File: config.mk
export PLATFORM = sky130hd
export DESIGN_NAME = ddr_bank_command_fsm
export DESIGN_NICKNAME = d
export VERILOG_FILES = /design/src/verilog/bank_cmd_pkg.sv /design/src/verilog/ddr_bank_command_fsm.sv
export SDC_FILE = /design/constraint.sdc
export NUM_CORES = 1
export LEC_CHECK = 0
export ABC_AREA = 0
export BUFFER_PORTS_ARGS = -buffer_cell sky130_fd_sc_hd__buf_2
export CAP_MARGIN = 10
export CORE_ASPECT_RATIO = 0.6
export CORE_MARGIN = 2
export CORE_UTILIZATION = 35
export DETAILED_ROUTE_END_ITERATION = 7
export PLACE_DENSITY_LB_ADDON = 0.2
export SETUP_SLACK_MARGIN = 0.5
export SYNTH_ARGS = -nofsm -noshare
export SYNTH_HDL_FRONTEND = slang
export SYNTH_SLANG_ARGS = --single-unit
File: constraint.sdc
create_clock -name mclk -period 10.9 [get_ports mclk]
set_input_delay 2.18 -clock mclk [delete_from_list [all_inputs] [get_ports mclk]]
set_output_delay 2.18 -clock mclk [all_outputs]
set_load 0.02 [all_outputs]
File: src/verilog/bank_cmd_pkg.sv
// Shared constants and types for the bank command state logic
package bank_cmd_pkg;
  localparam int NUM_BANKS         = 4;
  localparam int ROW_W             = 13;
  localparam int COL_W             = 10;
  localparam int CLK_PERIOD_PS     = 8000;
  // Timing figures in picoseconds, plain defaults
  localparam int CLOSE_PERIOD_PS      = 20000;
  localparam int ROW_TO_COL_DELAY_PS  = 20000;
  localparam int ROW_CYCLE_TIME_PS    = 65000;
  localparam int MODE_SET_RECOVERY_PS = 16000;
  localparam int BURST_LEN            = 4;
  // Least times round up
  localparam int CLOSE_CYC  = (CLOSE_PERIOD_PS + CLK_PERIOD_PS - 1) / CLK_PERIOD_PS;
  localparam int RCD_CYC    = (ROW_TO_COL_DELAY_PS + CLK_PERIOD_PS - 1) / CLK_PERIOD_PS;
  localparam int RC_CYC     = (ROW_CYCLE_TIME_PS + CLK_PERIOD_PS - 1) / CLK_PERIOD_PS;
  localparam int MRS_CYC    = (MODE_SET_RECOVERY_PS + CLK_PERIOD_PS - 1) / CLK_PERIOD_PS;
  localparam int RECOV_CYC  = 2;
  localparam int AUTO_CLOSE_BIT = 10;
  localparam logic [1:0] MODE_BASE_SEL = 2'h0;
  localparam logic [1:0] MODE_EXT_SEL  = 2'h1;
  localparam logic [ROW_W-1:0] MODE_RESET = 13'h0000;

  typedef enum logic [3:0] {
    CMD_DESELECT, CMD_NOP, CMD_STOP, CMD_READ, CMD_WRITE,
    CMD_ROW_OPEN, CMD_CLOSE, CMD_REFRESH, CMD_MODE_SET
  } cmd_t;

  typedef enum logic [3:0] {
    B_IDLE, B_OPENING, B_ACTIVE, B_READ, B_READ_AC, B_WRITE, B_WRITE_AC,
    B_RECOVER, B_CLOSING
  } bank_st_t;

  typedef enum logic [2:0] {
    G_NORMAL, G_REFRESHING, G_MODE_SETTING, G_SELF_REFRESH, G_SR_EXIT,
    G_POWER_DOWN, G_SUSPEND
  } glob_st_t;
endpackage

File: src/verilog/ddr_bank_command_fsm.sv
// Per-bank command state tracking with clock-enable power modes
`timescale 1ns/1ps
`default_nettype none
// Operation
// - Mode set bank lines 0 pick base, 1 pick extended; address is op-code.
// - Row open on idle bank starts opening it and latches its row.
// - Read on active bank starts burst, latches column, auto-close from bit.
// - Write on active bank starts burst, latches column, auto-close from bit.
// - Deselect and no-op let a running burst finish unchanged.
// - Read during plain read burst restarts burst with new column.
// - Read during plain write burst ends write and starts read.
// - Write during plain write burst restarts write with new column.
// - Closing bank ignores no-op and close; becomes idle after close period.
// - Opening bank becomes active after row-to-column delay; others illegal.
// - During refresh only no-op or deselect accepted; idle after row cycle time.
// - After mode set only no-op or deselect accepted until recovery period ends.
// - Command reactions apply only with clock enable high previous and present.
// - Legality is judged against the bank selected by the bank lines.
// - Close to idle or closing bank has no effect on that bank.
// - Self refresh held by low enable; exit with no-op, idle after row cycle.
// - All idle, enable low with refresh enters self refresh, with no-op or deselect power down.
// - With a bank not idle, enable low suspends clock next cycle; high resumes next cycle.
module ddr_bank_command_fsm
  import bank_cmd_pkg::*;
#(
  parameter int BANKS = NUM_BANKS,
  parameter int BURST = BURST_LEN
) (
  // Clock and reset
  input  wire logic               mclk,
  input  wire logic               reset_n,
  // Command pins, already in the memory clock domain
  input  wire logic               clkEn,
  input  wire logic               chipSel_n,
  input  wire logic               rowStrobe_n,
  input  wire logic               colStrobe_n,
  input  wire logic               writeEn_n,
  input  wire logic [1:0]         bankSel,
  input  wire logic [ROW_W-1:0]   addr,
  // Observed state
  output logic [4*BANKS-1:0]      bankState,
  output logic [ROW_W*BANKS-1:0]  row_addr,
  output logic [COL_W*BANKS-1:0]  col_addr,
  output logic [ROW_W-1:0]        baseMode,
  output logic [ROW_W-1:0]        extMode,
  output logic [2:0]              globalState,
  output logic                    illegalCmd,
  // Event stream through a two-entry buffer
  output logic                    evtValid,
  input  wire logic               evtReady,
  output logic [7:0]              evtData,
  output logic                    evtOverrun
);
  bank_st_t st [BANKS];
  logic [7:0] cnt [BANKS];
  glob_st_t gst;
  logic [7:0] gcnt;
  logic clkEnPrev;
  cmd_t cmd;
  logic autoClose;
  logic allIdle;
  logic cmdPhase;
  logic bankBad;
  logic next_illegal;

  // Chip select high turns anything into a deselect
  always_comb begin
    unique casez ({chipSel_n, rowStrobe_n, colStrobe_n, writeEn_n})
      4'b1???: cmd = CMD_DESELECT;
      4'b0111: cmd = CMD_NOP;
      4'b0110: cmd = CMD_STOP;
      4'b0101: cmd = CMD_READ;
      4'b0100: cmd = CMD_WRITE;
      4'b0011: cmd = CMD_ROW_OPEN;
      4'b0010: cmd = CMD_CLOSE;
      4'b0001: cmd = CMD_REFRESH;
      default: cmd = CMD_MODE_SET;
    endcase
  end
  assign autoClose = addr[AUTO_CLOSE_BIT];
  assign cmdPhase  = clkEnPrev && clkEn && gst == G_NORMAL;

  always_comb begin
    allIdle = 1'b1;
    for (int i = 0; i < BANKS; i++) begin
      if (st[i] != B_IDLE) begin
        allIdle = 1'b0;
      end
    end
  end

  always_ff @(posedge mclk) begin
    if (!reset_n) begin
      clkEnPrev <= 1'b1;
    end else begin
      clkEnPrev <= clkEn;
    end
  end

  // Legality of the selected bank only
  always_comb begin
    bankBad = 1'b0;
    unique case (st[bankSel])
      B_IDLE:     bankBad = cmd == CMD_STOP || cmd == CMD_READ || cmd == CMD_WRITE;
      B_ACTIVE:   bankBad = cmd == CMD_STOP || cmd == CMD_ROW_OPEN;
      B_READ:     bankBad = cmd == CMD_WRITE || cmd == CMD_ROW_OPEN;
      B_WRITE:    bankBad = cmd == CMD_STOP || cmd == CMD_ROW_OPEN;
      B_READ_AC, B_WRITE_AC: bankBad = cmd inside {CMD_STOP, CMD_READ, CMD_WRITE, CMD_ROW_OPEN, CMD_CLOSE};
      B_CLOSING:  bankBad = cmd inside {CMD_STOP, CMD_READ, CMD_WRITE, CMD_ROW_OPEN};
      B_OPENING, B_RECOVER: bankBad = cmd inside {CMD_STOP, CMD_READ, CMD_WRITE, CMD_ROW_OPEN, CMD_CLOSE};
    endcase
    next_illegal = 1'b0;
    if (gst == G_REFRESHING || gst == G_MODE_SETTING) begin
      next_illegal = clkEn && !(cmd == CMD_DESELECT || cmd == CMD_NOP);
    end else if (gst == G_SELF_REFRESH) begin
      next_illegal = clkEn && !(cmd == CMD_DESELECT || cmd == CMD_NOP);
    end else if (cmdPhase) begin
      next_illegal = bankBad || ((cmd == CMD_REFRESH || cmd == CMD_MODE_SET) && !allIdle);
      if (cmd == CMD_MODE_SET && bankSel[1]) begin
        next_illegal = 1'b1;
      end
    end else if (gst == G_NORMAL && clkEnPrev && !clkEn && allIdle) begin
      next_illegal = !(cmd inside {CMD_DESELECT, CMD_NOP, CMD_REFRESH});
    end
  end

  always_ff @(posedge mclk) begin
    if (!reset_n) begin
      illegalCmd <= 1'b0;
    end else begin
      illegalCmd <= next_illegal;
    end
  end

  // Per-bank state records
  for (genvar b = 0; b < BANKS; b++) begin : gBank
    logic hit, take;
    assign hit  = cmdPhase && bankSel == 2'(b);
    // No-ops and ignored closes to this bank must leave its timer running to the end
    assign take = hit && !bankBad && (cmd inside {CMD_READ, CMD_WRITE, CMD_STOP} ||
                  (cmd == CMD_ROW_OPEN && st[b] == B_IDLE) ||
                  (cmd == CMD_CLOSE && !(st[b] inside {B_IDLE, B_CLOSING})));
    always_ff @(posedge mclk) begin
      if (!reset_n) begin
        st[b]  <= B_IDLE;
        cnt[b] <= 8'h00;
      end else if (cmdPhase && cmd == CMD_CLOSE && autoClose &&
                   st[b] inside {B_ACTIVE, B_READ, B_WRITE}) begin
        st[b]  <= B_CLOSING;
        cnt[b] <= 8'(CLOSE_CYC);
      end else if (gst == G_SUSPEND) begin
        st[b] <= st[b];
      end else if (take) begin
        unique case (cmd)
          CMD_ROW_OPEN: if (st[b] == B_IDLE) begin
            st[b]  <= B_OPENING;
            cnt[b] <= 8'(RCD_CYC);
          end
          CMD_READ: begin
            st[b]  <= autoClose ? B_READ_AC : B_READ;
            cnt[b] <= 8'(BURST);
          end
          CMD_WRITE: begin
            st[b]  <= autoClose ? B_WRITE_AC : B_WRITE;
            cnt[b] <= 8'(BURST);
          end
          CMD_STOP: st[b] <= B_ACTIVE;
          CMD_CLOSE: if (st[b] != B_IDLE && st[b] != B_CLOSING) begin
            st[b]  <= B_CLOSING;
            cnt[b] <= 8'(CLOSE_CYC);
          end
          default: st[b] <= st[b];
        endcase
      end else if (cnt[b] > 8'h01) begin
        cnt[b] <= cnt[b] - 8'h01;
      end else if (cnt[b] == 8'h01) begin
        cnt[b] <= 8'h00;
        unique case (st[b])
          B_OPENING:  st[b] <= B_ACTIVE;
          B_READ:     st[b] <= B_ACTIVE;
          B_WRITE:    st[b] <= B_ACTIVE;
          B_READ_AC: begin
            st[b]  <= B_CLOSING;
            cnt[b] <= 8'(CLOSE_CYC);
          end
          B_WRITE_AC: begin
            st[b]  <= B_RECOVER;
            cnt[b] <= 8'(RECOV_CYC);
          end
          B_RECOVER: begin
            st[b]  <= B_CLOSING;
            cnt[b] <= 8'(CLOSE_CYC);
          end
          B_CLOSING:  st[b] <= B_IDLE;
          default:    st[b] <= st[b];
        endcase
      end
    end
    always_ff @(posedge mclk) begin
      if (!reset_n) begin
        row_addr[b*ROW_W +: ROW_W] <= '0;
        col_addr[b*COL_W +: COL_W] <= '0;
      end else if (hit && !bankBad && cmd == CMD_ROW_OPEN && st[b] == B_IDLE) begin
        row_addr[b*ROW_W +: ROW_W] <= addr;
      end else if (hit && !bankBad && (cmd == CMD_READ || cmd == CMD_WRITE)) begin
        col_addr[b*COL_W +: COL_W] <= addr[COL_W-1:0];
      end
    end
    assign bankState[b*4 +: 4] = st[b];
  end

  // Global modes: refresh, mode set, power modes, suspend
  always_ff @(posedge mclk) begin
    if (!reset_n) begin
      gst  <= G_NORMAL;
      gcnt <= 8'h00;
    end else begin
      unique case (gst)
        G_NORMAL: if (clkEnPrev && !clkEn) begin
          if (allIdle && cmd == CMD_REFRESH) begin
            gst <= G_SELF_REFRESH;
          end else if (allIdle && (cmd == CMD_DESELECT || cmd == CMD_NOP)) begin
            gst <= G_POWER_DOWN;
          end else if (!allIdle) begin
            gst <= G_SUSPEND;
          end
        end else if (cmdPhase && allIdle && cmd == CMD_REFRESH) begin
          gst  <= G_REFRESHING;
          gcnt <= 8'(RC_CYC);
        end else if (cmdPhase && allIdle && cmd == CMD_MODE_SET && !bankSel[1]) begin
          gst  <= G_MODE_SETTING;
          gcnt <= 8'(MRS_CYC);
        end
        G_REFRESHING, G_MODE_SETTING, G_SR_EXIT: if (gcnt <= 8'h01) begin
          gst <= G_NORMAL;
          gcnt <= 8'h00;
        end else begin
          gcnt <= gcnt - 8'h01;
        end
        G_SELF_REFRESH: if (clkEn && (cmd == CMD_DESELECT || cmd == CMD_NOP)) begin
          gst  <= G_SR_EXIT;
          gcnt <= 8'(RC_CYC);
        end
        G_POWER_DOWN: if (clkEn) begin
          gst <= G_NORMAL;
        end
        G_SUSPEND: if (clkEn) begin
          gst <= G_NORMAL;
        end
      endcase
    end
  end
  assign globalState = gst;

  always_ff @(posedge mclk) begin
    if (!reset_n) begin
      baseMode <= MODE_RESET;
      extMode  <= MODE_RESET;
    end else if (cmdPhase && allIdle && cmd == CMD_MODE_SET) begin
      if (bankSel == MODE_BASE_SEL) begin
        baseMode <= addr;
      end else if (bankSel == MODE_EXT_SEL) begin
        extMode <= addr;
      end
    end
  end

  // Event word per command in the command phase other than no-op or deselect, legal or not: {bank, command};
  // a push into a full buffer with no pop that cycle counts as overrun
  logic [7:0] buf0, buf1;
  logic [1:0] fill;
  logic pushEv, popEv;
  assign pushEv = cmdPhase && !(cmd == CMD_DESELECT || cmd == CMD_NOP);
  assign popEv  = evtValid && evtReady;
  assign evtValid = fill != 2'h0;
  assign evtData  = buf0;
  always_ff @(posedge mclk) begin
    if (!reset_n) begin
      fill <= 2'h0;
      buf0 <= 8'h00;
      buf1 <= 8'h00;
      evtOverrun <= 1'b0;
    end else begin
      evtOverrun <= pushEv && fill == 2'h2 && !popEv;
      if (popEv) begin
        buf0 <= (pushEv && fill == 2'h1) ? {2'h0, bankSel, cmd} : buf1;
        buf1 <= {2'h0, bankSel, cmd};
        fill <= (pushEv) ? fill : fill - 2'h1;
      end else if (pushEv && fill != 2'h2) begin
        if (fill == 2'h0) begin
          buf0 <= {2'h0, bankSel, cmd};
        end else begin
          buf1 <= {2'h0, bankSel, cmd};
        end
        fill <= fill + 2'h1;
      end
    end
  end

  // Checks
  open_latch_a: assert property (@(posedge mclk) disable iff (!reset_n)
    cmdPhase && cmd == CMD_ROW_OPEN && st[bankSel] == B_IDLE |=> st[$past(bankSel)] == B_OPENING)
    else $error("row open did not start opening");
  mode_base_a: assert property (@(posedge mclk) disable iff (!reset_n)
    cmdPhase && allIdle && cmd == CMD_MODE_SET && bankSel == 2'h0 |=> baseMode == $past(addr))
    else $error("base mode not written");
  refresh_go_a: assert property (@(posedge mclk) disable iff (!reset_n)
    cmdPhase && allIdle && cmd == CMD_REFRESH && clkEn |=> gst == G_REFRESHING)
    else $error("refresh not entered");
  sr_enter_a: assert property (@(posedge mclk) disable iff (!reset_n)
    gst == G_NORMAL && clkEnPrev && !clkEn && allIdle && cmd == CMD_REFRESH |=> gst == G_SELF_REFRESH)
    else $error("self refresh not entered");
  suspend_a: assert property (@(posedge mclk) disable iff (!reset_n)
    gst == G_NORMAL && clkEnPrev && !clkEn && !allIdle |=> gst == G_SUSPEND)
    else $error("suspend not entered");
  pd_exit_a: assert property (@(posedge mclk) disable iff (!reset_n)
    gst == G_POWER_DOWN && clkEn |=> gst == G_NORMAL)
    else $error("power down exit failed");
  illegal_mrs_a: assert property (@(posedge mclk) disable iff (!reset_n)
    gst == G_MODE_SETTING && clkEn && !(cmd inside {CMD_DESELECT, CMD_NOP}) |=> illegalCmd)
    else $error("command in mode recovery not flagged");
  close_idle_a: assert property (@(posedge mclk) disable iff (!reset_n)
    cmdPhase && cmd == CMD_CLOSE && !autoClose && st[bankSel] == B_IDLE |=> st[$past(bankSel)] == B_IDLE)
    else $error("close disturbed idle bank");
  cover_read_c: cover property (@(posedge mclk) cmdPhase && cmd == CMD_READ && !bankBad);
  cover_sr_c: cover property (@(posedge mclk) gst == G_SR_EXIT);
  cover_full_c: cover property (@(posedge mclk) fill == 2'h2);
endmodule
`default_nettype wire

# ---- Word level (Yosys, flattened, before mapping)
# Memory sizes are Yosys's and may differ from the RTL's.
# Cells that the tools add are included.
dict set report word_totals {
  ram_bits 48
  latch_bits 0
  romBits 0
  reg_bits 148
  n_memories 2
}
# memory depth width read_ports rd_ports_with_merged_regs wr line
set mem_list {}
lappend mem_list {cnt 4 8 4 0 4 ddr_bank_command_fsm.sv:55} ;# logic [7:0] cnt [BANKS];
lappend mem_list {st 4 4 5 0 4 ddr_bank_command_fsm.sv:54} ;# bank_st_t st [BANKS];
dict set report classes {
  div 0
  n_shift 0
  add_sub_neg 7
  mul 0
  n_lt_le_gt_ge 5
  n_reduce_logical 141
  n_mux 617
  bitwise 109
  eq_ne 84
}
# operator n
set op_table {}
lappend op_table {{two-way mux 1 bit} 483}
lappend op_table {{two-way mux 8 bit} 48}
lappend op_table {{two-way mux 4 bit} 64}
lappend op_table {{equality test 4 x 3 -> 1 bit, second input constant} 28}
lappend op_table {{OR 1 bit} 104}
lappend op_table {{logical AND 1 bit} 64}
lappend op_table {{equality test 4 x 2 -> 1 bit, second input constant} 14}
lappend op_table {{subtractor 8 x 1 -> 8 bit, second input constant} 5}
lappend op_table {{equality test 8 x 1 -> 1 bit, second input constant} 4}
lappend op_table {{> comparator 8 x 1 -> 1 bit, second input constant} 4}
lappend op_table {{one-hot mux 4 bit (8 select lines)} 1}
lappend op_table {{two-way mux 3 bit} 10}
lappend op_table {{equality test 4 x 1 -> 1 bit, second input constant} 7}
lappend op_table {{OR reduction 7 bit} 4}
lappend op_table {{equality test 4 bit, second input constant} 6}
lappend op_table {{logical NOT 4 bit} 6}
lappend op_table {{two-way mux 6 bit} 4}
lappend op_table {{one-hot mux 8 bit (3 select lines)} 1}
lappend op_table {{nonzero test 3 bit} 7}
lappend op_table {{nonzero test 4 bit} 5}
lappend op_table {{logical OR 1 bit} 17}
lappend op_table {{inequality test 4 bit, second input constant} 4}
lappend op_table {{AND reduction 2 bit} 8}
lappend op_table {{nonzero test 2 bit} 7}
lappend op_table {{other kinds (28)} 58}

# ---- Longest topological paths before layout
# Gate-level depths: netlist of the first run.
dict set report depth {
  word_depth 28
  ltp_mapped 11
}

# ---- Worst setup path before layout of the first run
# Ideal clock, no wire load.
dict set report synth_path {
  kind {input to register}
  start {input bankSel[0]}
  end {memory cnt[2][0], enable pin}
  slack_ns 5.869
  arrival_ns 4.728
  path_stages 10
  setup_time_ns 0.304
  n_path_buf 3
  t_required_ns 10.596
  cell_sequence {buf_6 -> mux4_2 -> buf_2 -> a2111o_1 -> a31o_1 -> o211ai_1 -> clkbuf_1 -> a31oi_1 -> a211oi_1 -> nand2_1}
}
# item line
set synth_rtl {}
lappend synth_rtl {{start: declaration} ddr_bank_command_fsm.sv:38} ;# input wire logic [1:0] bankSel,
lappend synth_rtl {{end: declaration} ddr_bank_command_fsm.sv:55}

==> impl_metrics.tcl, run 1 <==
set metrics [dict create \
    run_status "finished clean" \
    maxCapViolCount 0 \
    drive_above_1_share 0.1798 \
    synth_area_leaders "dfxtp_1, edfxtp_1, nand2_1" \
    cp.depth 7 \
    io_pins 171 \
    leakage_nw 4.672 \
    synth_edf_count 48 \
    core_sq_mm 0.02859 \
    antenna_found_initial 0 \
    post-route-drc-count 0 \
    p_per_area_mw_per_mm2 195.0 \
    die_h_um 135.8 \
    detail-route-antenna-nets 0 \
    core.rowCount 48 \
    grt_max_degree 117 \
    wl_mm 32.58 \
    slew_headroom 0.2411 \
    fillers 2926 \
    min_path_type "flip-flop to flip-flop" \
    slew_violations 0 \
    diodes 0 \
    dieArea_sq_mm 0.03038 \
    clock-sinks 194 \
    avgSynthCellArea_sq_um 8.722 \
    cts_tree "done" \
    worstPathCellList "buf_2 -> mux4_2 -> a2111o_1 -> a31o_1 -> o211ai_1 -> nand2_1 -> o311ai_0" \
    wl_per_cell_um 19.57 \
    worst-setup-path-type "primary input to flip-flop" \
    die_width_um 223.7 \
    whs_endpoint "col_addr[0]$_SDFFE_PN0P_" \
    syn-cell-area_sq_mm 0.01013 \
    crit_start "bankSel[0]" \
    synth_cells 1162 \
    ys_seq_area_frac 0.4306 \
    gp_congestion 0.9035 \
    finalNetCount 1314 \
    async_flop_share 0 \
    critical_path_required_ns 10.97 \
    critPathArrivalTime_ns 5.29 \
    synth_flop_cell "dfxtp_1" \
    clk_pin_slew_ns 0.07 \
    hold_depth 2 \
    worstMarginPinSlew_ns 1.124 \
    dp_hpwl_mm 23.70 \
    yosys_warnings 0 \
    rsz0062_at_grt "false" \
    post_cts.repair.setup_buffers 0 \
    synth_top_area_frac 0.2884 \
    synth-seq-cells 194 \
    crit_buf_inv 1 \
    grt_pass1_wl_mm 49.43 \
    path_max_fanout 18 \
    tns_ns 0 \
    finalHoldViolations 0 \
    start_util 0.3545 \
    drt_iter0_drc 859 \
    cp-start-kind "primary input" \
    portBuffers 168 \
    syn_to_final_growth_pct 15.95 \
    cts.path.max_buffers 2 \
    slowest_delay_ns 1.04 \
    first_global_vias 8292 \
    track_usage 0.2121 \
    finClkSkew_ns 0.008667 \
    clk_latency_ns 0.46 \
    reg2reg_depth 7 \
    min-delay-start "col_addr[0]$_SDFFE_PN0P_" \
    r2r-start "globalState[0]$_SDFFE_PN0P_" \
    cts_buffers 17 \
    ir_worst_vdd_v 0.0001355 \
    grt_remaining_overflow 0 \
    cts-root-buf "clkbuf_16" \
    routed_via_density 5.471 \
    htree_levels 4 \
    ff2ff_setup_slack_ns 7.08 \
    yosys.area.top_type "dfxtp_1" \
    yosysUniqueCellTypes 81 \
    cts_resized 0 \
    reg2reg_to "cnt[1][4]$_SDFFCE_PP0P_" \
    vias 9109 \
    cp_top_family "compound AO/OA/AOI/OAI gates" \
    crit_path_top_delay_cell "o311ai_0" \
    whs_ns 0.4576 \
    dr.pass1.iters 5 \
    post-route-period-util 0.4781 \
    setup_viol 0 \
    max_freq_mhz 191.9 \
    endpoint_kind "flip-flop" \
    cts_hold_buf 0 \
    period_needed_ns 5.211 \
]
==> state kept, by name, summed over array words and instances, names as in the netlist <==
register	count
st	16
buf1	6
evtData	6
clkEnPrev	1
cnt	32
row_addr	52
baseMode	13
gcnt	8
globalState	3
evtOverrun	1
col_addr	40
extMode	13
illegalCmd	1
fill	2
==> worst reg2reg max path: cells and delay by family (launching register included) <==
family / cells / cell delay [ns]
AND/OR/NAND/NOR: 4 / 1.87
flip-flops: 1 / 0.48
AO/OA/AOI/OAI: 3 / 1.07
==> area by class of cell <==
cell class	count	area, sq um	area share
tap	375	469.2	0.03993
timing repair buffer	177	914.6	0.07783
sequential	194	4364	0.3714
multi-input combinational	855	5334	0.4539
clock inverter	13	95.09	0.008092
clock buffer	18	450.4	0.03833
inverter	33	123.9	0.01054
==> placed cells by master (no fill, tap or decap), drive strengths merged, types with 10 or more instances in the layout <==
cell type / instances
xnor2: 28
nor3: 34
edfxtp: 48
nor2b: 45
o21ai: 58
mux2i: 58
ha: 13
a21oi: 28
nand3b: 10
buf: 177
a31oi: 13
nor2: 72
clkbuf: 18
or4: 12
nand2: 190
inv: 41
nand3: 45
nand2b: 11
nor4: 15
and2: 12
dfxtp: 146
a21boi: 58
==> cells in the mapped netlist (3+ instances only) <==
library cell and n:
a2111oi_0 6, a211oi_1 7, a21boi_0 58, a21o_1 8
a21oi_1 28, a31o_2 4, a31oi_1 13, and2_1 12
and3_1 5, buf_1 4, buf_2 7, clkbuf_1 65
dfxtp_1 146, edfxtp_1 48, ha_1 13, inv_1 33
mux2i_1 58, mux4_2 4, nand2_1 190, nand2b_1 11
nand3_1 45, nand3b_1 10, nand4_1 9, nor2_1 72
nor2b_1 45, nor3_1 34, nor4_1 14, nor4b_1 9
o2111ai_1 3, o211a_1 6, o211ai_1 9, o21a_1 6
o21ai_0 56, o311a_1 4, o31ai_1 3, o41ai_1 4
or2_2 5, or3_1 7, or4_1 11, xnor2_1 28
xor2_1 7
==> power by group <==
part	leakage, nW	total [mW]	switching (mW)	internal, mW
sequential	1.69	0.983	0.121	0.862
combinational	2.70	0.697	0.423	0.274
clock	0.277	0.612	0.304	0.308
==> worst max path at each step <==
| stage | to | slack [ns] |
|---|---|---|
| after floorplan | cnt[2][0]$_SDFFCE_PP0P_ | 5.87 |
| after global placement | col_addr[9]$_SDFFE_PN0P_ | 5.33 |
| final | st[0][2]$_SDFFCE_PP0P_ | 5.69 |
| after CTS | col_addr[8]$_SDFFE_PN0P_ | 5.72 |
| after detailed placement | col_addr[5]$_SDFFE_PN0P_ | 5.24 |
| after global routing | cnt[3][4]$_SDFFCE_PP0P_ | 5.51 |
==> metal layers <==
metal | routed length [um] | GRT usage | share of wire
met3 | 2482 | 0.05576 | 0.076
met2 | 13000 | 0.2840 | 0.40
met1 | 16600 | 0.3263 | 0.51
met4 | 485 | 0.06111 | 0.015
met5 | 0 | 0 | 0
==> stage by stage <==
step | instances | power [mW] | util | instance area [sq um] | setup slack, ns
floorplan | 1163 | 1.492 | - | 10140 | 5.869
finish | 1665 | 2.291 | 0.4111 | 11750 | 5.689
global route | 1665 | 2.438 | 0.4111 | 11750 | 5.506
detailed placement | 1633 | 1.681 | 0.3916 | 11190 | 5.238
CTS | 1664 | 2.297 | 0.4107 | 11740 | 5.717
global placement | 1633 | 1.680 | 0.3916 | 11190 | 5.327
==> cells by family (layout without fill, tap and decap cells) <==
kind of cell               count (synthesis)  after routing  synth area share
buffers and inverters                    114            241           0.04543
other                                      1              2         0.0003700
xor gates and xnor gates                  35             35           0.03025
muxes                                     65             65           0.06951
and+or+nand+nor                          490            490            0.2359
AOI/OAI and AO/OA                        249            249            0.1709
adders and majority gates                 14             14           0.01704
DFF                                      194            194            0.4306
No activity file was read; power rests on OpenSTA's default activity.
==> run 2: changes to the inputs <==
clock period = 4.5 ns   (was 10.9 ns; I/O delays follow)
==> run 2 against run 1 <==
Compared with the run above:
- sequential share of layout area shrank 0.60 points
- clock-buffer cell count grew 3
- first-iteration DRC count grew 5.5%
- wire length grew 1.2%
- hold slack lost 0.00064 ns
- clock power grew 150%
- largest power group unchanged
==> impl_metrics.tcl, run 2 (synthesis gave the netlist of run 1 again) <==
set metrics [dict create \
    run_status "finished clean" \
    drive_above_1_share 0.1928 \
    clock-sinks 194 \
    slew_violations 0 \
    rsz0062_at_grt "false" \
    period_needed_ns 3.701 \
    regArea_sq_mm 0.004364 \
    post-route-drc-count 0 \
    gp_congestion 0.9019 \
    diodes 0 \
    cts_tree "done" \
    wl_per_cell_um 19.55 \
    leakage_nw 4.784 \
    wl_mm 32.97 \
    slew_headroom 0.3166 \
    vias 9118 \
    cts-root-buf "clkbuf_16" \
    antenna_found_initial 0 \
    endpoint_kind "flip-flop" \
    htree_levels 4 \
    p_sw_frac 0.3621 \
    portBuffers 168 \
    io_pins 171 \
    drt_iter0_drc 906 \
    power_frac_seq 0.417 \
    post-route-period-util 0.8224 \
    ir_worst_vdd_v 0.0002422 \
    core.rowCount 48 \
    combinationalPowerShare 0.312 \
    max_freq_mhz 270.2 \
    cts_hold_buf 0 \
    track_usage 0.2139 \
    final_common_cell "nand2_1" \
    dr.pass1.iters 6 \
    fillers 2856 \
    routed_via_density 5.405 \
    dieArea_sq_mm 0.03038 \
    dp_hpwl_mm 24.14 \
    syn_to_final_growth_pct 17.84 \
    grt_remaining_overflow 0 \
    clk_latency_ns 0.45 \
    setup_viol 0 \
    start_util 0.3545 \
    core_sq_mm 0.02859 \
    p_switching_mw 2.049 \
    critPathArrivalTime_ns 3.77 \
    clk_pin_slew_ns 0.07 \
    p_per_area_mw_per_mm2 473.7 \
    p_int_mw 3.609 \
    finalPower_mw 5.657 \
    pwr-share-clk 0.271 \
    detail-route-antenna-nets 0 \
    top_register "row_addr" \
    final_cell_mix "nand2_1, buf_2, dfxtp_1, nor2_1" \
    die_h_um 135.8 \
    finalHoldViolations 0 \
    maxCapViolCount 0 \
    first_global_vias 8168 \
    grt_max_degree 94 \
    critical_path_required_ns 4.57 \
    worst-setup-path-type "primary input to flip-flop" \
    fin_util 0.4178 \
    grt_pass1_wl_mm 49.62 \
    post_cts.repair.setup_buffers 0 \
    die_width_um 223.7 \
    finalNetCount 1337 \
    cts_resized 0 \
    worstMarginPinSlew_ns 1.012 \
    largest_register_ffs 52 \
    largestRegisters "row_addr x52, col_addr x40, cnt x32" \
    cts.path.max_buffers 2 \
    finClkSkew_ns 0.008936 \
    min_path_type "flip-flop to flip-flop" \
    cts_buffers 17 \
    cp-start-kind "primary input" \
    path_max_fanout 10 \
    multi_input_area_sq_mm 0.005326 \
    tns_ns 0 \
]
## run 2: cell types whose count changed in the layout (fill, tap and decap cells not counted), sizes merged
cell	delta
buf	+23
inv	-2
bufinv	+1
clkinv	-2
clkbuf	+3
clkinvlp	-1
## run 2: final cells by class
| class | count | share of cell area |
|---|---|---|
| inverter | 33 | 0.01037 |
| timing repair buffer | 200 | 0.09073 |
| tap | 375 | 0.03929 |
| sequential | 194 | 0.3654 |
| clock inverter | 9 | 0.007858 |
| multi-input combinational | 855 | 0.4460 |
| clock buffer | 21 | 0.04034 |
## run 2: path summary, 6_finish.rpt
check / startpoint / endpoint / slack, ns / cells past startpoint
max reg2reg: st[1][2]$_SDFFCE_PP0P_ / cnt[3][3]$_SDFFCE_PP0P_ / 0.82 / 6
min: col_addr[16]$_SDFFE_PN0P_ / col_addr[16]$_SDFFE_PN0P_ / 0.46 / 2
min reg2reg: col_addr[16]$_SDFFE_PN0P_ / col_addr[16]$_SDFFE_PN0P_ / 0.46 / 2
max: bankSel[0] / cnt[3][3]$_SDFFCE_PP0P_ / 0.80 / 7
## run 2: metal layers
metal,track usage,vias to the layer above,part of all wire
li1,-,4424,-
met1,0.3369,4330,0.51
met2,0.2873,334,0.40
met3,0.04992,30,0.073
met4,0.04889,0,0.012
met5,0,-,0
## run 2: stage by stage
step / worst slack [ns] / cell area (sq um) / instances / hold slack, ns
global route: 0.5775 / 11940 / 1687 / 0.4691
floorplan: 0.7488 / 10140 / 1163 / 0.4569
CTS: 0.7523 / 11940 / 1687 / 0.4592
finish: 0.7990 / 11940 / 1687 / 0.4569
detailed placement: 0.3201 / 11370 / 1657 / 0.4493
global placement: 0.3755 / 11370 / 1657 / 0.4412
## run 2: power by group through the flow
| stage | logic, mW | clock network, mW | registers [mW] |
|---|---|---|---|
| 2_1_floorplan | 1.27 | 0 | 2.35 |
| 3_5_place_dp | 1.74 | 0 | 2.39 |
| 5_1_grt | 1.97 | 1.64 | 2.39 |
| 4_1_cts | 1.75 | 1.57 | 2.36 |
| 6_report | 1.77 | 1.53 | 2.36 |
| 3_3_place_gp | 1.73 | 0 | 2.39 |
## run 2: worst max-delay path: stages
cell      delay [ns]
buf_2           0.16
mux4_2          0.65
a2111o_1        0.42
a31o_1          0.21
o211a_1         0.27
o31ai_1         0.66
nand3_1         0.49
